### config.mk
export PLATFORM = sky130hd
export DESIGN_NAME = rcs_reset_control
export DESIGN_NICKNAME = d
export VERILOG_FILES = /design/src/common/rcs_pkg.sv /design/src/rtl/rcs_qualify.sv /design/src/rtl/rcs_start_timer.sv /design/src/rtl/rcs_reset_control.sv
export SDC_FILE = /design/constraint.sdc
export NUM_CORES = 1
export LEC_CHECK = 0
export ABC_AREA = 1
export BUFFER_PORTS_ARGS = -buffer_cell sky130_fd_sc_hd__clkbuf_2
export CAP_MARGIN = 10
export CORE_UTILIZATION = 52
export CTS_CLUSTER_SIZE = 10
export DETAILED_ROUTE_END_ITERATION = 8
export PLACE_DENSITY_LB_ADDON = 0.3
export SLEW_MARGIN = 5
export SYNTH_ARGS = -nofsm -noshare
export SYNTH_HDL_FRONTEND = slang
export SYNTH_HIERARCHICAL = 1
export SYNTH_SLANG_ARGS = --single-unit
### constraint.sdc
create_clock -name clk -period 2.75 [get_ports clk]
set_input_delay 0.6875 -clock clk [delete_from_list [all_inputs] [get_ports clk]]
set_output_delay 0.6875 -clock clk [all_outputs]
set_load 0.02 [all_outputs]
### src/common/rcs_pkg.sv
// Constants and types shared by the reset cause and state controller
package rcs_pkg;

  localparam int ADDR_W = 8;

  localparam logic [7:0] OFF_STATUS   = 8'h00;
  localparam logic [7:0] OFF_WATCHDOG_CONTROL     = 8'h04;
  localparam logic [7:0] OFF_LOW_VOLTAGE_RESET_SELECT     = 8'h08;
  localparam logic [7:0] OFF_CTRL     = 8'h0c;
  localparam logic [7:0] OFF_IRQ_STAT = 8'h10;
  localparam logic [7:0] OFF_IRQ_MASK = 8'h14;

  localparam logic [7:0] RST_STATUS = 8'h00;
  localparam logic [7:0] RST_WATCHDOG_CONTROL   = 8'h53;
  localparam logic [7:0] RST_LOW_VOLTAGE_RESET_SELECT   = 8'h55;

  localparam int STAT_TO_BIT     = 5;
  localparam int STAT_PDF_BIT    = 4;
  localparam int CTRL_FSYSON_BIT = 7;
  localparam int CTRL_FSUBF_BIT  = 3;
  localparam int CTRL_LOW_VOLTAGE_RESET_FLAG_BIT   = 2;
  localparam int CTRL_LRF_BIT    = 1;
  localparam int CTRL_WRF_BIT    = 0;

  localparam int         WDT_EN_LSB   = 3;
  localparam logic [4:0] WDT_CODE_ON  = 5'h0a;
  localparam logic [4:0] WDT_CODE_OFF = 5'h15;

  localparam logic [7:0] LVR_SEL_A = 8'h55;
  localparam logic [7:0] LVR_SEL_B = 8'h33;
  localparam logic [7:0] LVR_SEL_C = 8'h99;
  localparam logic [7:0] LVR_SEL_D = 8'haa;

  localparam int IRQ_W        = 4;
  localparam int IRQ_LVR_BIT  = 0;
  localparam int IRQ_WDTN_BIT = 1;
  localparam int IRQ_WDTS_BIT = 2;
  localparam int IRQ_CFG_BIT  = 3;

  localparam int CLK_PERIOD_NS = 20;
  localparam int T_LVR_NS      = 40000;
  localparam int SYSTEM_START_DELAY_NS      = 20480;
  localparam int T_SRESET_NS   = 10000;
  localparam int LVR_QUAL_CYC  = (T_LVR_NS + CLK_PERIOD_NS - 1) / CLK_PERIOD_NS;
  localparam int START_CYC     = (SYSTEM_START_DELAY_NS + CLK_PERIOD_NS - 1) / CLK_PERIOD_NS;
  localparam int SRESET_CYC    = (T_SRESET_NS + CLK_PERIOD_NS - 1) / CLK_PERIOD_NS;

  typedef enum logic [2:0] {
    K_POR  = 3'b000,
    K_LVR  = 3'b001,
    K_WDTN = 3'b010,
    K_WDTS = 3'b011,
    K_CFGW = 3'b100,
    K_CFGL = 3'b101
  } rcs_kind_t;

  typedef enum logic [1:0] {
    ST_RUN   = 2'b00,
    ST_APPLY = 2'b01,
    ST_START = 2'b10
  } rcs_state_t;

  typedef struct packed {
    logic pcZero;
    logic spTop;
    logic spZero;
    logic intOff;
    logic timersOff;
    logic portsIn;
    logic wdtClear;
    logic timeBaseClear;
  } rcs_action_t;

  localparam rcs_action_t ACT_NONE  = rcs_action_t'(8'h00);
  localparam rcs_action_t ACT_FULL  = rcs_action_t'(8'hdf);
  localparam rcs_action_t ACT_SLEEP = rcs_action_t'(8'ha0);

endpackage : rcs_pkg

### src/rtl/rcs_qualify.sv
// Level qualifier: reports a level only after it has stood long enough
`timescale 1ns/1ps
module rcs_qualify #(
  parameter int CYC = 4
) (
  input  wire logic clk,
  input  wire logic sys_rst,
  input  wire logic level,
  output logic      qualified
);
  localparam int            CW  = $clog2(CYC + 1);
  localparam logic [CW-1:0] TOP = CW'(CYC - 1);

  logic [CW-1:0] cnt_reg;

  always_ff @(posedge clk) begin
    if (sys_rst || !level) begin
      cnt_reg   <= '0;
      qualified <= 1'b0;
    end else if (cnt_reg == TOP) begin
      qualified <= 1'b1;
    end else begin
      cnt_reg <= cnt_reg + 1'b1;
    end
  end

endmodule : rcs_qualify

### src/rtl/rcs_start_timer.sv
// Start-up delay timer: busy for a fixed number of cycles after a start pulse
`timescale 1ns/1ps
module rcs_start_timer #(
  parameter int CYC = 4
) (
  input  wire logic clk,
  input  wire logic sys_rst,
  input  wire logic start,
  output logic      busy
);
  localparam int            CW  = $clog2(CYC + 1);
  localparam logic [CW-1:0] TOP = CW'(CYC - 1);

  logic [CW-1:0] cnt_reg;

  always_ff @(posedge clk) begin
    if (sys_rst) begin
      cnt_reg <= '0;
      busy    <= 1'b0;
    end else if (start) begin
      cnt_reg <= '0;
      busy    <= 1'b1;
    end else if (busy) begin
      cnt_reg <= cnt_reg + 1'b1;
      busy    <= (cnt_reg != TOP);
    end
  end

endmodule : rcs_start_timer

### src/rtl/rcs_reset_control.sv
// Reset cause and state controller with APB register access
//
// The register addresses and the APB slave port are this design's own decisions.
`timescale 1ns/1ps
// What this block does
// - A watchdog time-out in normal running issues the same full reset action as a low-voltage reset and also sets the time-out flag.
// - A watchdog time-out in sleep or idle clears only the program counter and stack pointer and sets the time-out flag.
// - Power-on reset clears both the time-out flag and the power-down flag.
// - A low-voltage reset in normal or slow running leaves the time-out and power-down flags as they were.
// - A watchdog time-out reset in normal or slow running sets the time-out flag and keeps the power-down flag.
// - A watchdog time-out reset in sleep or idle leaves both the time-out and power-down flags at one.
// - After power-on reset every interrupt source is disabled until software enables it.
// - After power-on reset the watchdog and time-base counters are cleared and the watchdog starts counting at once.
// - After power-on reset all timer modules are switched off.
// - After power-on reset every general-purpose port pin is an input.
// - After power-on reset the stack pointer points at the top of the hardware stack.
// - A qualified low-voltage condition resets the device and sets the low-voltage flag, which only software clears.
module rcs_reset_control #(
  parameter int LVR_CYC    = rcs_pkg::LVR_QUAL_CYC,
  parameter int SST_CYC    = rcs_pkg::START_CYC,
  parameter int SRESET_CYC = rcs_pkg::SRESET_CYC
) (
  input  wire logic                       clk,
  input  wire logic                       sys_rst,
  input  wire logic                       psel,
  input  wire logic                       penable,
  input  wire logic                       pwrite,
  input  wire logic [rcs_pkg::ADDR_W-1:0] paddr,
  input  wire logic [31:0]                pwdata,
  output logic      [31:0]                prdata,
  output logic                            pready,
  output logic                            pslverr,
  input  wire logic                       lowVoltage,
  input  wire logic                       wdtTimeout,
  input  wire logic                       sleepMode,
  input  wire logic                       haltEnter,
  input  wire logic                       clrWdt,
  output rcs_pkg::rcs_action_t            resetAction,
  output logic                            coreHold,
  output logic                            wdtRun,
  output logic      [7:0]                 lvrSelect,
  output logic                            irq
);

  function automatic logic isReg(input logic [rcs_pkg::ADDR_W-1:0] a,
                                 input logic [7:0] off);
    isReg = (a == off);
  endfunction : isReg

  function automatic logic lvrcBad(input logic [7:0] v);
    lvrcBad = !(v == rcs_pkg::LVR_SEL_A || v == rcs_pkg::LVR_SEL_B ||
                v == rcs_pkg::LVR_SEL_C || v == rcs_pkg::LVR_SEL_D);
  endfunction : lvrcBad

  function automatic logic wdtcBad(input logic [7:0] v);
    logic [4:0] we;
    we      = v[rcs_pkg::WDT_EN_LSB +: 5];
    wdtcBad = (we != rcs_pkg::WDT_CODE_ON) && (we != rcs_pkg::WDT_CODE_OFF);
  endfunction : wdtcBad

  rcs_pkg::rcs_state_t     state_reg;
  rcs_pkg::rcs_kind_t      kind_reg;
  logic                    to_reg;
  logic                    pdf_reg;
  logic [7:0]              statusOther_reg;
  logic [7:0]              watchdog_control_reg;
  logic [7:0]              low_voltage_reset_select_reg;
  logic                    fsysOn_reg;
  logic                    fsubf_reg;
  logic                    low_voltage_reset_flag_reg;
  logic                    lrf_reg;
  logic                    wrf_reg;
  logic [rcs_pkg::IRQ_W-1:0] irqStat_reg;
  logic [rcs_pkg::IRQ_W-1:0] irqMask_reg;
  logic [rcs_pkg::IRQ_W-1:0] irqSet;

  logic        lvrOk;
  logic        lvrcBadOk;
  logic        wdtcBadOk;
  logic        startBusy;
  logic        apply;
  logic        fullKind;
  logic        access;
  logic        wrAcc;
  logic        mapped;
  logic [31:0] readValue;

  rcs_qualify #(.CYC(LVR_CYC)) u_lvrQual (
    .clk       (clk),
    .sys_rst   (sys_rst),
    .level     (lowVoltage && !sleepMode),
    .qualified (lvrOk)
  );

  rcs_qualify #(.CYC(SRESET_CYC)) u_lvrcQual (
    .clk       (clk),
    .sys_rst   (sys_rst),
    .level     (lvrcBad(low_voltage_reset_select_reg)),
    .qualified (lvrcBadOk)
  );

  rcs_qualify #(.CYC(SRESET_CYC)) u_wdtcQual (
    .clk       (clk),
    .sys_rst   (sys_rst),
    .level     (wdtcBad(watchdog_control_reg)),
    .qualified (wdtcBadOk)
  );

  rcs_start_timer #(.CYC(SST_CYC)) u_start (
    .clk     (clk),
    .sys_rst (sys_rst),
    .start   (apply),
    .busy    (startBusy)
  );

  assign apply    = (state_reg == rcs_pkg::ST_APPLY);
  assign fullKind = (kind_reg != rcs_pkg::K_WDTS);
  assign access   = psel && penable && pready;
  assign wrAcc    = access && pwrite;
  assign mapped   = isReg(paddr, rcs_pkg::OFF_STATUS) || isReg(paddr, rcs_pkg::OFF_WATCHDOG_CONTROL) ||
                    isReg(paddr, rcs_pkg::OFF_LOW_VOLTAGE_RESET_SELECT) || isReg(paddr, rcs_pkg::OFF_CTRL) ||
                    isReg(paddr, rcs_pkg::OFF_IRQ_STAT) || isReg(paddr, rcs_pkg::OFF_IRQ_MASK);

  // Reset sequencing; power-on enters the apply step straight from reset
  always_ff @(posedge clk) begin
    if (sys_rst) begin
      state_reg <= rcs_pkg::ST_APPLY;
      kind_reg  <= rcs_pkg::K_POR;
    end else begin
      case (state_reg)
        rcs_pkg::ST_RUN: begin
          if (lvrOk) begin
            state_reg <= rcs_pkg::ST_APPLY;
            kind_reg  <= rcs_pkg::K_LVR;
          end else if (lvrcBadOk) begin
            state_reg <= rcs_pkg::ST_APPLY;
            kind_reg  <= rcs_pkg::K_CFGL;
          end else if (wdtcBadOk) begin
            state_reg <= rcs_pkg::ST_APPLY;
            kind_reg  <= rcs_pkg::K_CFGW;
          end else if (wdtTimeout) begin
            state_reg <= rcs_pkg::ST_APPLY;
            kind_reg  <= sleepMode ? rcs_pkg::K_WDTS : rcs_pkg::K_WDTN;
          end
        end
        rcs_pkg::ST_APPLY: begin
          state_reg <= rcs_pkg::ST_START;
        end
        rcs_pkg::ST_START: begin
          if (!startBusy) begin
            state_reg <= rcs_pkg::ST_RUN;
          end
        end
        default: begin
          state_reg <= rcs_pkg::ST_RUN;
        end
      endcase
    end
  end

  // One-cycle action strobe to core, timers, ports and watchdog
  always_ff @(posedge clk) begin
    if (sys_rst) begin
      resetAction <= rcs_pkg::ACT_NONE;
    end else if (apply && fullKind) begin
      resetAction <= rcs_pkg::ACT_FULL;
    end else if (apply) begin
      resetAction <= rcs_pkg::ACT_SLEEP;
    end else begin
      resetAction <= rcs_pkg::ACT_NONE;
    end
  end

  always_ff @(posedge clk) begin
    if (sys_rst) begin
      coreHold <= 1'b1;
      wdtRun   <= 1'b0;
    end else begin
      coreHold <= (state_reg != rcs_pkg::ST_RUN);
      wdtRun   <= (watchdog_control_reg[rcs_pkg::WDT_EN_LSB +: 5] == rcs_pkg::WDT_CODE_ON);
    end
  end

  // Time-out flag: set by either watchdog time-out reset (not the control-code reset), cleared by the watchdog clear
  always_ff @(posedge clk) begin
    if (sys_rst) begin
      to_reg <= 1'b0;
    end else if (apply && (kind_reg == rcs_pkg::K_WDTN || kind_reg == rcs_pkg::K_WDTS)) begin
      to_reg <= 1'b1;
    end else if (clrWdt) begin
      to_reg <= 1'b0;
    end
  end

  // Power-down flag: set on halt and on a sleep time-out, kept by full resets
  always_ff @(posedge clk) begin
    if (sys_rst) begin
      pdf_reg <= 1'b0;
    end else if (haltEnter || (apply && kind_reg == rcs_pkg::K_WDTS)) begin
      pdf_reg <= 1'b1;
    end else if (clrWdt) begin
      pdf_reg <= 1'b0;
    end
  end

  always_ff @(posedge clk) begin
    if (sys_rst) begin
      statusOther_reg <= rcs_pkg::RST_STATUS;
    end else if (wrAcc && isReg(paddr, rcs_pkg::OFF_STATUS)) begin
      statusOther_reg <= pwdata[7:0];
    end
  end

  // Configuration registers return to their power-on values on full resets
  always_ff @(posedge clk) begin
    if (sys_rst || (apply && fullKind)) begin
      watchdog_control_reg <= rcs_pkg::RST_WATCHDOG_CONTROL;
      low_voltage_reset_select_reg <= rcs_pkg::RST_LOW_VOLTAGE_RESET_SELECT;
    end else begin
      if (wrAcc && isReg(paddr, rcs_pkg::OFF_WATCHDOG_CONTROL)) begin
        watchdog_control_reg <= pwdata[7:0];
      end
      if (wrAcc && isReg(paddr, rcs_pkg::OFF_LOW_VOLTAGE_RESET_SELECT)) begin
        low_voltage_reset_select_reg <= pwdata[7:0];
      end
    end
  end

  assign lvrSelect = low_voltage_reset_select_reg;

  always_ff @(posedge clk) begin
    if (sys_rst || (apply && fullKind)) begin
      fsysOn_reg <= 1'b0;
    end else if (wrAcc && isReg(paddr, rcs_pkg::OFF_CTRL)) begin
      fsysOn_reg <= pwdata[rcs_pkg::CTRL_FSYSON_BIT];
    end
  end

  always_ff @(posedge clk) begin
    if (sys_rst) begin
      fsubf_reg <= 1'b0;
    end else if (wrAcc && isReg(paddr, rcs_pkg::OFF_CTRL)) begin
      fsubf_reg <= pwdata[rcs_pkg::CTRL_FSUBF_BIT];
    end
  end

  // Cause flags: hardware set beats a software clear in the same cycle
  always_ff @(posedge clk) begin
    if (sys_rst) begin
      low_voltage_reset_flag_reg <= 1'b0;
      lrf_reg  <= 1'b0;
      wrf_reg  <= 1'b0;
    end else begin
      low_voltage_reset_flag_reg <= (apply && kind_reg == rcs_pkg::K_LVR) ||
                  (low_voltage_reset_flag_reg && !(wrAcc && isReg(paddr, rcs_pkg::OFF_CTRL) &&
                                 !pwdata[rcs_pkg::CTRL_LOW_VOLTAGE_RESET_FLAG_BIT]));
      lrf_reg  <= (apply && kind_reg == rcs_pkg::K_CFGL) ||
                  (lrf_reg && !(wrAcc && isReg(paddr, rcs_pkg::OFF_CTRL) &&
                                !pwdata[rcs_pkg::CTRL_LRF_BIT]));
      wrf_reg  <= (apply && kind_reg == rcs_pkg::K_CFGW) ||
                  (wrf_reg && !(wrAcc && isReg(paddr, rcs_pkg::OFF_CTRL) &&
                                !pwdata[rcs_pkg::CTRL_WRF_BIT]));
    end
  end

  // Interrupt status and mask
  always_comb begin
    irqSet = '0;
    irqSet[rcs_pkg::IRQ_LVR_BIT]  = apply && kind_reg == rcs_pkg::K_LVR;
    irqSet[rcs_pkg::IRQ_WDTN_BIT] = apply && kind_reg == rcs_pkg::K_WDTN;
    irqSet[rcs_pkg::IRQ_WDTS_BIT] = apply && kind_reg == rcs_pkg::K_WDTS;
    irqSet[rcs_pkg::IRQ_CFG_BIT]  = apply && (kind_reg == rcs_pkg::K_CFGL ||
                                              kind_reg == rcs_pkg::K_CFGW);
  end

  always_ff @(posedge clk) begin
    if (sys_rst) begin
      irqStat_reg <= '0;
    end else if (wrAcc && isReg(paddr, rcs_pkg::OFF_IRQ_STAT)) begin
      irqStat_reg <= (irqStat_reg & ~pwdata[rcs_pkg::IRQ_W-1:0]) | irqSet;
    end else begin
      irqStat_reg <= irqStat_reg | irqSet;
    end
  end

  always_ff @(posedge clk) begin
    if (sys_rst) begin
      irqMask_reg <= '0;
    end else if (wrAcc && isReg(paddr, rcs_pkg::OFF_IRQ_MASK)) begin
      irqMask_reg <= pwdata[rcs_pkg::IRQ_W-1:0];
    end
  end

  always_ff @(posedge clk) begin
    if (sys_rst) begin
      irq <= 1'b0;
    end else begin
      irq <= |(irqStat_reg & irqMask_reg);
    end
  end

  // APB read mux and one-wait-state answer
  always_comb begin
    readValue = '0;
    case (paddr)
      rcs_pkg::OFF_STATUS: begin
        readValue[7:0] = statusOther_reg;
        readValue[rcs_pkg::STAT_TO_BIT]  = to_reg;
        readValue[rcs_pkg::STAT_PDF_BIT] = pdf_reg;
      end
      rcs_pkg::OFF_WATCHDOG_CONTROL: readValue[7:0] = watchdog_control_reg;
      rcs_pkg::OFF_LOW_VOLTAGE_RESET_SELECT: readValue[7:0] = low_voltage_reset_select_reg;
      rcs_pkg::OFF_CTRL: begin
        readValue[rcs_pkg::CTRL_FSYSON_BIT] = fsysOn_reg;
        readValue[rcs_pkg::CTRL_FSUBF_BIT]  = fsubf_reg;
        readValue[rcs_pkg::CTRL_LOW_VOLTAGE_RESET_FLAG_BIT]   = low_voltage_reset_flag_reg;
        readValue[rcs_pkg::CTRL_LRF_BIT]    = lrf_reg;
        readValue[rcs_pkg::CTRL_WRF_BIT]    = wrf_reg;
      end
      rcs_pkg::OFF_IRQ_STAT: readValue[rcs_pkg::IRQ_W-1:0] = irqStat_reg;
      rcs_pkg::OFF_IRQ_MASK: readValue[rcs_pkg::IRQ_W-1:0] = irqMask_reg;
      default: readValue = '0;
    endcase
  end

  always_ff @(posedge clk) begin
    if (sys_rst) begin
      pready  <= 1'b0;
      pslverr <= 1'b0;
      prdata  <= '0;
    end else begin
      pready  <= psel && penable && !pready;
      pslverr <= psel && penable && !pready && !mapped;
      if (psel && penable && !pready && !pwrite) begin
        prdata <= readValue;
      end
    end
  end
endmodule : rcs_reset_control

==> tab_implementation.tex, run 1 <==
\begin{tabular}{lr}
\hline
Metric & Value \\
\hline
\multicolumn{2}{l}{\textbf{Outcome}} \\
\quad Outcome & finished clean \\
\multicolumn{2}{l}{\textbf{Floorplanning}} \\
\quad Width of the chip & 101 µm \\
\quad Die area & 0.0101 mm² \\
\quad Boundary pin count & 103 \\
\quad Standard-cell rows & 35 \\
\quad Core Box Area & 0.00933 mm² \\
\quad Height of the die & 101 µm \\
\quad Starting density of the core & 0.541 \\
\multicolumn{2}{l}{\textbf{Clock tree}} \\
\quad \# resized after CTS & 0 \\
\quad TritonCTS clock tree & yes \\
\quad H-tree levels & 3 \\
\quad Clock tree root driver cell & sky130\_fd\_sc\_hd\_\_clkbuf\_8 \\
\quad Number of post-CTS setup repair buffers & 0 \\
\quad Count of hold buffers inserted by post-cts repair & 0 \\
\quad Number of sinks driven by the clock tree & 102 \\
\quad Maximum clock insertion buffer count & 2 \\
\quad Clock input transition at the sequential cells of the worst setup and hold paths & 100 ps \\
\quad Latest clock arrival within the worst-skew pair & 360 ps \\
\quad Number of buffers inserted during clock tree synthesis & 9 \\
\multicolumn{2}{l}{\textbf{Yosys}} \\
\quad Number of distinct library cells after synthesis & 38 \\
\quad Sequential cell area fraction in the yosys report & 0.405 \\
\quad Gate count of the mapped netlist & 698 \\
\quad Share of flip-flops with an asynchronous set or reset after synthesis & 0 \\
\quad Most area-hungry cell type in the Yosys netlist & sky130\_fd\_sc\_hd\_\_dfxtp\_1 \\
\quad Flops \& latches, synth & 102 \\
\quad Main synth FF type & sky130\_fd\_sc\_hd\_\_dfxtp\_1 \\
\quad Biggest area contributors in the synthesized netlist & sky130\_fd\_sc\_hd\_\_dfxtp\_1 (40\%), sky130\_fd\_sc\_hd\_\_nand2\_1 (8.9\%), sky130\_fd\_sc\_hd\_\_a21oi\_1 (7.0\%) \\
\quad Total of warnings raised by yosys & 6 \\
\quad EDFF count, synth & 0 \\
\quad Post-synthesis cell area & 0.00505 mm² \\
\quad Post-synth top area share & 0.405 \\
\quad Average footprint of a synthesized cell & 7.23 µm² \\
\multicolumn{2}{l}{\textbf{Setup path}} \\
\quad Reg2Reg Setup Slack & 1120 ps \\
\quad Arrival time at the worst endpoint & 2120 ps \\
\quad Required time of the critical path & 2990 ps \\
\quad Worst Setup End Kind & flop \\
\quad Startpoint of the lowest-slack register-to-register path & lvrSelect[7] \\
\quad CP Max Fanout & 17 \\
\quad Crit Path Class & input port to flop \\
\quad Critical R2R Capture & u\_lvrcQual/cnt\_reg[8] \\
\quad Startpoint type of the worst setup path & input port \\
\quad Origin of the worst setup path & paddr[5] \\
\quad Timing endpoint of the critical path & lvrSelect[2] \\
\quad R2R cell count & 10 \\
\multicolumn{2}{l}{\textbf{Timing}} \\
\quad Final hold viol count & 0 \\
\quad Fmax & 0.532 GHz \\
\quad Unrepaired setup endpoints after global routing & false \\
\quad Share of the cycle needed by the critical path after routing & 0.683 \\
\quad Fin. max-slew vios & 0 \\
\quad Clock period minus final worst setup slack & 1880 ps \\
\quad Setup Skew & 11.9 ps \\
\quad Setup TNS after final layout & 0 ps \\
\quad Total of endpoints with negative setup slack in the final report & 0 \\
\multicolumn{2}{l}{\textbf{Route}} \\
\quad Vias post-DR & 4522 \\
\quad Number of search-and-repair iterations in the first detailed-routing pass & 6 \\
\quad Post-route DRC violation count & 0 \\
\quad Antenna Nets Post-Route & 0 \\
\quad Wire length per cell after detailed routing & 11.9 µm \\
\quad Initial drt markers & 239 \\
\quad Routed wire length & 10500 µm \\
\quad Drt via density & 5.11 \\
\multicolumn{2}{l}{\textbf{Global route}} \\
\quad Aggregate global-route resource usage & 0.222 \\
\quad Initial antenna violation count & 0 \\
\quad Via count of the first global-routing pass & 4137 \\
\quad Overflow left after global routing & 0 \\
\quad Pin count of the biggest net entering global routing & 19 \\
\quad Global-route wire length before repair & 18200 µm \\
\multicolumn{2}{l}{\textbf{Place}} \\
\quad Half-perimeter wire length after placement & 7980 µm \\
\quad Number of buffers added on ports & 54 \\
\quad Final weighted congestion in routability-driven placement & 0.876 \\
\multicolumn{2}{l}{\textbf{Cells and area}} \\
\quad Share of post-route cells with drive strength above 1 & 0.172 \\
\quad Diode count & 0 \\
\quad NumNets Final & 807 \\
\quad Synth-to-Final Area Change & 9.45\% \\
\quad Share of the core filled with cells & 0.592 \\
\quad Final-layout fill cell count & 858 \\
\multicolumn{2}{l}{\textbf{Power}} \\
\quad Power density cells & 489 mW/mm² \\
\quad Worst VDD drop & 280 µV \\
\quad Reported leakage power & 2.29 nW \\
\multicolumn{2}{l}{\textbf{Hold path}} \\
\quad Worst hold path cell count & 2 \\
\quad HP Class & flop to flop \\
\quad Critical hold path startpoint & prdata[7] \\
\multicolumn{2}{l}{\textbf{Run}} \\
\quad Max-capacitance violation count & 0 \\
\hline
\end{tabular}
## cells in the mapped netlist, types with 2 or more instances
cell                       number
sky130_fd_sc_hd__nand3_1       54
sky130_fd_sc_hd__clkinv_1       3
sky130_fd_sc_hd__nor2_2        16
sky130_fd_sc_hd__dfxtp_1      102
sky130_fd_sc_hd__nor3_1         5
sky130_fd_sc_hd__nand2_1      120
sky130_fd_sc_hd__nor2_1        82
sky130_fd_sc_hd__a41oi_1        2
sky130_fd_sc_hd__o211ai_1       2
sky130_fd_sc_hd__nand2_2       13
sky130_fd_sc_hd__buf_4         32
sky130_fd_sc_hd__nand3_2        7
sky130_fd_sc_hd__inv_1         81
sky130_fd_sc_hd__buf_2          2
sky130_fd_sc_hd__o21ai_0       41
sky130_fd_sc_hd__o21ai_1        7
sky130_fd_sc_hd__nor2_4         7
sky130_fd_sc_hd__a211oi_1       3
sky130_fd_sc_hd__nor4_1         2
sky130_fd_sc_hd__xnor2_1        2
sky130_fd_sc_hd__xor2_1         4
sky130_fd_sc_hd__ha_1           6
sky130_fd_sc_hd__inv_2          6
sky130_fd_sc_hd__buf_6          2
sky130_fd_sc_hd__a21oi_1       71
sky130_fd_sc_hd__a21oi_2        2
sky130_fd_sc_hd__nand4_1        9
sky130_fd_sc_hd__clkbuf_1       2
sky130_fd_sc_hd__nand3b_1       2
sky130_fd_sc_hd__nor2_8         2
sky130_fd_sc_hd__nand2_4        2
## layout by cell type, fill, tap and decap left out, drive strengths merged, types with 2 or more instances in the layout
| master | instances |
|---|---|
| conb | 24 |
| xor2 | 4 |
| o31ai | 2 |
| xnor2 | 2 |
| a211oi | 3 |
| dfxtp | 102 |
| ha | 6 |
| nand2 | 135 |
| clkbuf | 64 |
| nor3 | 5 |
| a21oi | 73 |
| nand3b | 2 |
| nor4 | 2 |
| buf | 4 |
| o21ai | 48 |
| clkinv | 4 |
| nand4 | 9 |
| a41oi | 2 |
| o211ai | 2 |
| nor2 | 107 |
| inv | 90 |
| nand3 | 61 |
## layer usage
layer / wire [µm] / track usage
met1: 4920 / 0.292
met2: 4870 / 0.367
met3: 481 / 0.0354
met4: 216 / 0.0814
met5: 0 / 0
## worst min path at each step
stage	endpoint	slack (ps)
4_1_cts	prdata[7]	470
5_1_grt	prdata[4]	490
3_3_place_gp	u_lvrQual/cnt_reg[10]	450
3_5_place_dp	prdata[7]	460
6_report	prdata[7]	470
2_1_floorplan	irqMask_reg[1]	440
## through the flow
| stage | setup slack (ps) | area [µm²] | hold WS (ps) | power, mW | cells |
|---|---|---|---|---|---|
| 3_3_place_gp | 586 | 5310 | 449 | 1.73 | 869 |
| 3_5_place_dp | 516 | 5310 | 456 | 1.73 | 869 |
| 4_1_cts | 891 | 5520 | 471 | 2.72 | 885 |
| 6_report | 871 | 5520 | 471 | 2.70 | 885 |
| 2_1_floorplan | 1160 | 5130 | 438 | 1.70 | 721 |
| 5_1_grt | 659 | 5520 | 494 | 2.81 | 885 |
## logic make-up after synthesis
logic type / count (synthesis) / share of synthesized area
flops: 102 / 0.405
simple gates: 322 / 0.304
other cells: 1 / 0.000743
compound gates: 132 / 0.142
fa+ha+maj: 6 / 0.0149
xor+xnor: 6 / 0.0104
buf+inv: 129 / 0.123
## critical path: stages
cell and delay [ps]:
sky130_fd_sc_hd__clkbuf_2 90, sky130_fd_sc_hd__nor2_1 120, sky130_fd_sc_hd__nand2_2 100, sky130_fd_sc_hd__inv_2 230, sky130_fd_sc_hd__nand2_2 140, sky130_fd_sc_hd__nor2_2 340, sky130_fd_sc_hd__inv_1 160, sky130_fd_sc_hd__a21oi_1 150
sky130_fd_sc_hd__o21ai_0 100
## where the power goes
part	switching, mW	total (mW)	leakage, nW	internal (mW)
sequential	0.0159	1.51	0.826	1.50
combinational	0.135	0.185	1.36	0.0500
clock	0.542	1.00	0.105	0.461
total	0.693	2.70	2.29	2.01
## area by class of cell
cell class	instances	area, µm²	share of cell area
inverters	90	338	0.0612
flip-flops and latches	102	2040	0.370
clock inverters	6	75.1	0.0136
multi-input cells	490	2470	0.447
well taps	129	161	0.0292
clock buffers	10	138	0.0249
repair buffers	58	300	0.0544
No activity file was read; power rests on OpenSTA's default activity.
==> run 2, diff against run 1 <==
==> constraint.sdc (replaced) <==
create_clock -name clk -period 1.8 [get_ports clk]
set_input_delay 0.45 -clock clk [delete_from_list [all_inputs] [get_ports clk]]
set_output_delay 0.45 -clock clk [all_outputs]
set_load 0.02 [all_outputs]
==> run 2 against run 1 <==
Via count decreased by 1.9%. Setup slack worse by 630 ps. Sequential cell count unchanged. Total power up 51%. Sequential power increased by 53%. Wire length increased by 0.72%. Cell count is 1.0% higher. Clock skew shrank 0.80 ps. Combinational power grew 58%. First-iteration DRC count fell by 1.7%. Critical endpoint is now u_lvrcQual/cnt_reg[8]. Largest cell class unchanged. Largest power group unchanged.
==> tab_implementation.tex, run 2 (synthesis results as in run 1) <==
\begin{tabular}{lr}
\hline
Metric & Value \\
\hline
\multicolumn{2}{l}{\textbf{Outcome}} \\
\quad Outcome & finished clean \\
\multicolumn{2}{l}{\textbf{Route}} \\
\quad Antenna Nets Post-Route & 0 \\
\quad Initial drt markers & 235 \\
\quad Number of search-and-repair iterations in the first detailed-routing pass & 5 \\
\quad Vias post-DR & 4435 \\
\quad Post-route DRC violation count & 0 \\
\quad Drt via density & 4.96 \\
\quad Wire length per cell after detailed routing & 11.8 µm \\
\quad Routed wire length & 10600 µm \\
\multicolumn{2}{l}{\textbf{Timing}} \\
\quad Setup Skew & 11.1 ps \\
\quad Fin. max-slew vios & 0 \\
\quad Clock period minus final worst setup slack & 1560 ps \\
\quad Worst Hold Slack & 294 ps \\
\quad Setup TNS after final layout & 0 ps \\
\quad Final hold viol count & 0 \\
\quad Share of the cycle needed by the critical path after routing & 0.864 \\
\quad Fmax & 0.643 GHz \\
\quad Total of endpoints with negative setup slack in the final report & 0 \\
\quad Unrepaired setup endpoints after global routing & false \\
\multicolumn{2}{l}{\textbf{Clock tree}} \\
\quad Clock input transition at the sequential cells of the worst setup and hold paths & 100 ps \\
\quad H-tree levels & 3 \\
\quad Latest clock arrival within the worst-skew pair & 380 ps \\
\quad Maximum clock insertion buffer count & 2 \\
\quad \# resized after CTS & 0 \\
\quad Count of hold buffers inserted by post-cts repair & 0 \\
\quad Number of post-CTS setup repair buffers & 0 \\
\quad Number of sinks driven by the clock tree & 102 \\
\quad TritonCTS clock tree & yes \\
\quad Number of buffers inserted during clock tree synthesis & 9 \\
\quad Clock tree root driver cell & sky130\_fd\_sc\_hd\_\_clkbuf\_8 \\
\multicolumn{2}{l}{\textbf{Setup path}} \\
\quad Required time of the critical path & 2120 ps \\
\quad Arrival time at the worst endpoint & 1870 ps \\
\quad Count of buffer and inverter cells on the critical path & 3 \\
\quad Startpoint of the lowest-slack register-to-register path & lvrSelect[7] \\
\quad Most common cell type on the critical path & sky130\_fd\_sc\_hd\_\_inv\_1 \\
\quad Critical R2R Capture & u\_lvrcQual/cnt\_reg[8] \\
\quad Startpoint type of the worst setup path & flop \\
\quad R2R cell count & 10 \\
\quad Crit path cell chain & inv\_1, nand4\_1, o31ai\_1, nand3\_1, nand2\_1, a21oi\_1, inv\_1, nor2\_4, inv\_1, a21oi\_2 \\
\quad Reg2Reg Setup Slack & 240 ps \\
\quad CP Max Fanout & 7 \\
\quad Crit Path Class & flop to flop \\
\quad Worst path max stage delay & 440 ps \\
\quad Critical-path top delay cell & sky130\_fd\_sc\_hd\_\_dfxtp\_1 \\
\quad Critical path's top delay family & flip-flops \\
\quad Worst Setup End Kind & flop \\
\multicolumn{2}{l}{\textbf{Floorplanning}} \\
\quad Boundary pin count & 103 \\
\quad Standard-cell rows & 35 \\
\quad Height of the die & 101 µm \\
\quad Width of the chip & 101 µm \\
\quad Starting density of the core & 0.541 \\
\quad Die area & 0.0101 mm² \\
\quad Core Box Area & 0.00933 mm² \\
\multicolumn{2}{l}{\textbf{Global route}} \\
\quad Initial antenna violation count & 0 \\
\quad Pin count of the biggest net entering global routing & 18 \\
\quad Aggregate global-route resource usage & 0.218 \\
\quad Overflow left after global routing & 0 \\
\quad Global-route wire length before repair & 17500 µm \\
\quad Via count of the first global-routing pass & 3952 \\
\multicolumn{2}{l}{\textbf{Hold path}} \\
\quad Worst-case hold path end point & watchdog\_control\_reg[5] \\
\quad Critical hold path startpoint & pwdata[5] \\
\quad HP Class & input port to flop \\
\quad Worst hold path cell count & 3 \\
\multicolumn{2}{l}{\textbf{Power}} \\
\quad Power density cells & 729 mW/mm² \\
\quad Reported leakage power & 2.32 nW \\
\quad Worst VDD drop & 345 µV \\
\multicolumn{2}{l}{\textbf{Cells and area}} \\
\quad Commonest non-fill, non-tap cell in the layout & sky130\_fd\_sc\_hd\_\_nand2\_1 \\
\quad Diode count & 0 \\
\quad Post-route cell area & 0.00558 mm² \\
\quad Share of post-route cells with drive strength above 1 & 0.182 \\
\quad Synth-to-Final Area Change & 10.6\% \\
\quad Commonest non-fill, non-tap cells in the layout & sky130\_fd\_sc\_hd\_\_nand2\_1 (120), sky130\_fd\_sc\_hd\_\_dfxtp\_1 (102), sky130\_fd\_sc\_hd\_\_nor2\_1 (82), sky130\_fd\_sc\_hd\_\_inv\_1 (81), sky130\_fd\_sc\_hd\_\_a21oi\_1 (71) \\
\quad NumNets Final & 816 \\
\quad Final-layout fill cell count & 858 \\
\multicolumn{2}{l}{\textbf{Place}} \\
\quad Final weighted congestion in routability-driven placement & 0.856 \\
\quad Post-DP Area & 0.00538 mm² \\
\quad Number of buffers added on ports & 54 \\
\quad Half-perimeter wire length after placement & 8070 µm \\
\multicolumn{2}{l}{\textbf{Run}} \\
\quad Max-capacitance violation count & 0 \\
\hline
\end{tabular}
==> run 2: layer usage <==
layer,wire (µm),track usage,up-vias,part of all wire
met2,4940,0.366,138,0.47
met3,593,0.0340,15,0.056
met5,0,0,-,0
met1,4840,0.278,1950,0.46
li1,-,-,2332,-
met4,194,0.0970,0,0.018
==> run 2: metrics by stage <==
step                      setup slack (ps)  total power [mW]  utilization  std cells
after floorplan                        383              2.60            -        721
after global placement                 216              2.65        0.577        878
after detailed placement               181              2.65        0.577        878
after CTS                              147              4.10        0.598        894
after global routing                   113              4.23        0.598        894
final                                  244              4.07        0.598        894
==> run 2: area by class of cell <==
cell class | count | area [µm²] | area share
multi-input cells | 490 | 2470 | 0.443
flip-flops and latches | 102 | 2040 | 0.366
repair buffers | 67 | 368 | 0.0659
inverters | 90 | 338 | 0.0605
well taps | 129 | 161 | 0.0289
clock buffers | 9 | 124 | 0.0222
clock inverters | 7 | 73.8 | 0.0132
==> run 2: report_power, final <==
group	switching (mW)	internal (mW)	leakage, nW	total (mW)
sequential	0.0250	2.29	0.826	2.31
combinational	0.209	0.0839	1.41	0.293
clock	0.820	0.644	0.0879	1.46
total	1.05	3.01	2.32	4.07
==> run 2: how the worst max path moves through the flow <==
stage | endpoint | cells past startpoint | from
6_report | u_lvrcQual/cnt_reg[8] | 10 | lvrSelect[7]
2_1_floorplan | u_lvrcQual/cnt_reg[8] | 10 | lvrSelect[7]
3_5_place_dp | u_lvrcQual/cnt_reg[4] | 10 | lvrSelect[7]
3_3_place_gp | statusOther_reg[0] | 8 | paddr[1]
5_1_grt | u_lvrcQual/cnt_reg[2] | 10 | lvrSelect[7]
4_1_cts | u_lvrcQual/cnt_reg[8] | 10 | lvrSelect[7]
==> run 2: worst min-delay path: stages <==
cell and delay [ps]:
sky130_fd_sc_hd__clkbuf_2 80, sky130_fd_sc_hd__inv_1 60, sky130_fd_sc_hd__a21oi_1 50
==> run 3, diff against run 2 <==
--- a/config.mk
+++ b/config.mk
@@ -7,10 +7,10 @@
 export LEC_CHECK = 0
 export ABC_AREA = 1
 export BUFFER_PORTS_ARGS = -buffer_cell sky130_fd_sc_hd__clkbuf_2
-export CAP_MARGIN = 10
 export CORE_UTILIZATION = 52
 export CTS_CLUSTER_SIZE = 10
 export DETAILED_ROUTE_END_ITERATION = 8
+export GPL_TIMING_DRIVEN = 0
 export PLACE_DENSITY_LB_ADDON = 0.3
 export SLEW_MARGIN = 5
 export SYNTH_ARGS = -nofsm -noshare
==> run 3 against run 2 <==
Clock power grew 6%. Global-route usage up 1.3 points. Register-to-register slack hardly changed. First-iteration DRC count is 24% lower. Design area is 3.6% higher. Sequential share of layout area down 1.3 points. Cell count is 2.8% higher. Total power is 3.4% higher. Via count increased by 3.1%.
==> tab_implementation.tex, run 3 (synthesis results as in run 1) <==
\begin{tabular}{lr}
\hline
Metric & Value \\
\hline
\multicolumn{2}{l}{\textbf{Clock tree}} \\
\quad Number of buffers inserted during clock tree synthesis & 9 \\
\quad Maximum clock insertion buffer count & 2 \\
\quad Clock input transition at the sequential cells of the worst setup and hold paths & 100 ps \\
\quad Number of post-CTS setup repair buffers & 0 \\
\quad H-tree levels & 3 \\
\quad Number of sinks driven by the clock tree & 102 \\
\quad \# resized after CTS & 0 \\
\quad TritonCTS clock tree & yes \\
\quad Count of hold buffers inserted by post-cts repair & 0 \\
\quad Clock tree root driver cell & sky130\_fd\_sc\_hd\_\_clkbuf\_8 \\
\quad Latest clock arrival within the worst-skew pair & 360 ps \\
\multicolumn{2}{l}{\textbf{Route}} \\
\quad Post-route DRC violation count & 0 \\
\quad Number of search-and-repair iterations in the first detailed-routing pass & 5 \\
\quad Antenna Nets Post-Route & 0 \\
\quad Wire length per cell after detailed routing & 12.1 µm \\
\quad Routed wire length & 11100 µm \\
\quad Vias post-DR & 4573 \\
\quad Initial drt markers & 178 \\
\quad Drt via density & 4.98 \\
\multicolumn{2}{l}{\textbf{Place}} \\
\quad Number of buffers added on ports & 54 \\
\quad Half-perimeter wire length after placement & 8590 µm \\
\quad Final weighted congestion in routability-driven placement & 0.911 \\
\quad Post-DP Area & 0.00556 mm² \\
\quad Worst-case setup slack after placement & -19.6 ps \\
\quad Number of cells in the design after placement & 904 \\
\multicolumn{2}{l}{\textbf{Cells and area}} \\
\quad Synth-to-Final Area Change & 14.5\% \\
\quad NumNets Final & 842 \\
\quad Share of the core filled with cells & 0.620 \\
\quad Share of post-route cells with drive strength above 1 & 0.204 \\
\quad Number of standard cells in the layout, taps in and fillers out & 919 \\
\quad Commonest non-fill, non-tap cells in the layout & sky130\_fd\_sc\_hd\_\_nand2\_1 (120), sky130\_fd\_sc\_hd\_\_dfxtp\_1 (102), sky130\_fd\_sc\_hd\_\_nor2\_1 (82), sky130\_fd\_sc\_hd\_\_inv\_1 (81), sky130\_fd\_sc\_hd\_\_a21oi\_1 (71) \\
\quad Commonest non-fill, non-tap cell in the layout & sky130\_fd\_sc\_hd\_\_nand2\_1 \\
\quad Post-route cell area & 0.00578 mm² \\
\quad Diode count & 0 \\
\multicolumn{2}{l}{\textbf{Timing}} \\
\quad Slew at the pin closest to its max-slew limit & 575 ps \\
\quad Fmax & 0.644 GHz \\
\quad Share of the cycle needed by the critical path after routing & 0.862 \\
\quad Total of endpoints with negative setup slack in the final report & 0 \\
\quad Final hold viol count & 0 \\
\quad Worst slew margin relative to its limit & 0.616 \\
\quad Clock period minus final worst setup slack & 1550 ps \\
\quad Fin. max-slew vios & 0 \\
\quad Setup Skew & 9.51 ps \\
\quad Min setup slack post-route & 248 ps \\
\quad Unrepaired setup endpoints after global routing & false \\
\multicolumn{2}{l}{\textbf{Setup path}} \\
\quad Timing endpoint of the critical path & u\_lvrcQual/cnt\_reg[8] \\
\quad Origin of the worst setup path & lvrSelect[7] \\
\quad R2R cell count & 10 \\
\quad Required time of the critical path & 2090 ps \\
\quad Startpoint type of the worst setup path & flop \\
\quad Worst Setup End Kind & flop \\
\quad Critical R2R Capture & u\_lvrcQual/cnt\_reg[8] \\
\quad CP Max Fanout & 7 \\
\quad Arrival time at the worst endpoint & 1840 ps \\
\quad Reg2Reg Setup Slack & 250 ps \\
\quad Crit Path Class & flop to flop \\
\quad Startpoint of the lowest-slack register-to-register path & lvrSelect[7] \\
\multicolumn{2}{l}{\textbf{Global route}} \\
\quad Initial antenna violation count & 0 \\
\quad Pin count of the biggest net entering global routing & 17 \\
\quad Overflow left after global routing & 0 \\
\quad Via count of the first global-routing pass & 4180 \\
\quad Global-route wire length before repair & 18600 µm \\
\quad Aggregate global-route resource usage & 0.231 \\
\multicolumn{2}{l}{\textbf{Floorplanning}} \\
\quad Height of the die & 101 µm \\
\quad Standard-cell rows & 35 \\
\quad Die area & 0.0101 mm² \\
\quad Core Box Area & 0.00933 mm² \\
\quad Starting density of the core & 0.541 \\
\quad Width of the chip & 101 µm \\
\quad Boundary pin count & 103 \\
\multicolumn{2}{l}{\textbf{Hold path}} \\
\quad HP Class & input port to flop \\
\multicolumn{2}{l}{\textbf{Outcome}} \\
\quad Outcome & finished clean \\
\multicolumn{2}{l}{\textbf{Power}} \\
\quad Worst VDD drop & 348 µV \\
\quad Power density cells & 728 mW/mm² \\
\quad Reported leakage power & 2.47 nW \\
\quad Power, Total & 4.21 mW \\
\multicolumn{2}{l}{\textbf{Run}} \\
\quad Max-capacitance violation count & 0 \\
\hline
\end{tabular}
-- run 3: area by class of cell --
type	count	area, µm²
fillers	910	3550
multi-input cells	490	2470
flip-flops and latches	102	2040
inverters	90	338
plain buffers	39	284
repair buffers	54	270
well taps	129	161
clock buffers	9	124
clock inverters	6	86.3
-- run 3: metrics by stage --
stage	TNS (ps)	hold slack [ps]
6_report	0	319
5_1_grt	0	329
4_1_cts	0	303
3_5_place_dp	-36.9	456
3_3_place_gp	0	449
2_1_floorplan	0	438
-- run 3: worst min path at each step --
stage / from / end / slack [ps] / depth (start not counted)
CTS: pwdata[5] / lvrSelect[5] / 300 / 3
floorplan: irqMask_reg[1] / irqMask_reg[1] / 440 / 2
global route: pwdata[4] / watchdog_control_reg[4] / 330 / 3
global placement: u_lvrQual/cnt_reg[10] / u_lvrQual/cnt_reg[10] / 450 / 2
detailed placement: irqMask_reg[2] / irqMask_reg[2] / 460 / 2
finish: pwdata[5] / lvrSelect[5] / 320 / 3
-- run 3: worst max-delay path, cell delays in order, from the launching register on --
cell and delay [ps]:
sky130_fd_sc_hd__dfxtp_1 420, sky130_fd_sc_hd__inv_1 80, sky130_fd_sc_hd__nand4_1 90, sky130_fd_sc_hd__o31ai_1 80
sky130_fd_sc_hd__nand3_1 70, sky130_fd_sc_hd__nand2_1 50, sky130_fd_sc_hd__a21oi_1 180, sky130_fd_sc_hd__inv_1 100
sky130_fd_sc_hd__nor2_4 170, sky130_fd_sc_hd__inv_1 120, sky130_fd_sc_hd__a21oi_2 110
-- run 3: where the power goes --
group / total [mW] / internal [mW] / switching [mW] / leakage [nW]
clock network: 1.55 / 0.776 / 0.774 / 0.105
logic: 0.350 / 0.126 / 0.225 / 1.54
registers: 2.31 / 2.29 / 0.0222 / 0.826
-- run 3: layer usage --
metal / global-route usage / vias to the layer above / wire [µm]
li1: - / 2381 / -
met3: 0.0368 / 18 / 518
met4: 0.0825 / 0 / 195
met2: 0.403 / 120 / 5230
met5: 0 / - / 0
met1: 0.289 / 2054 / 5160
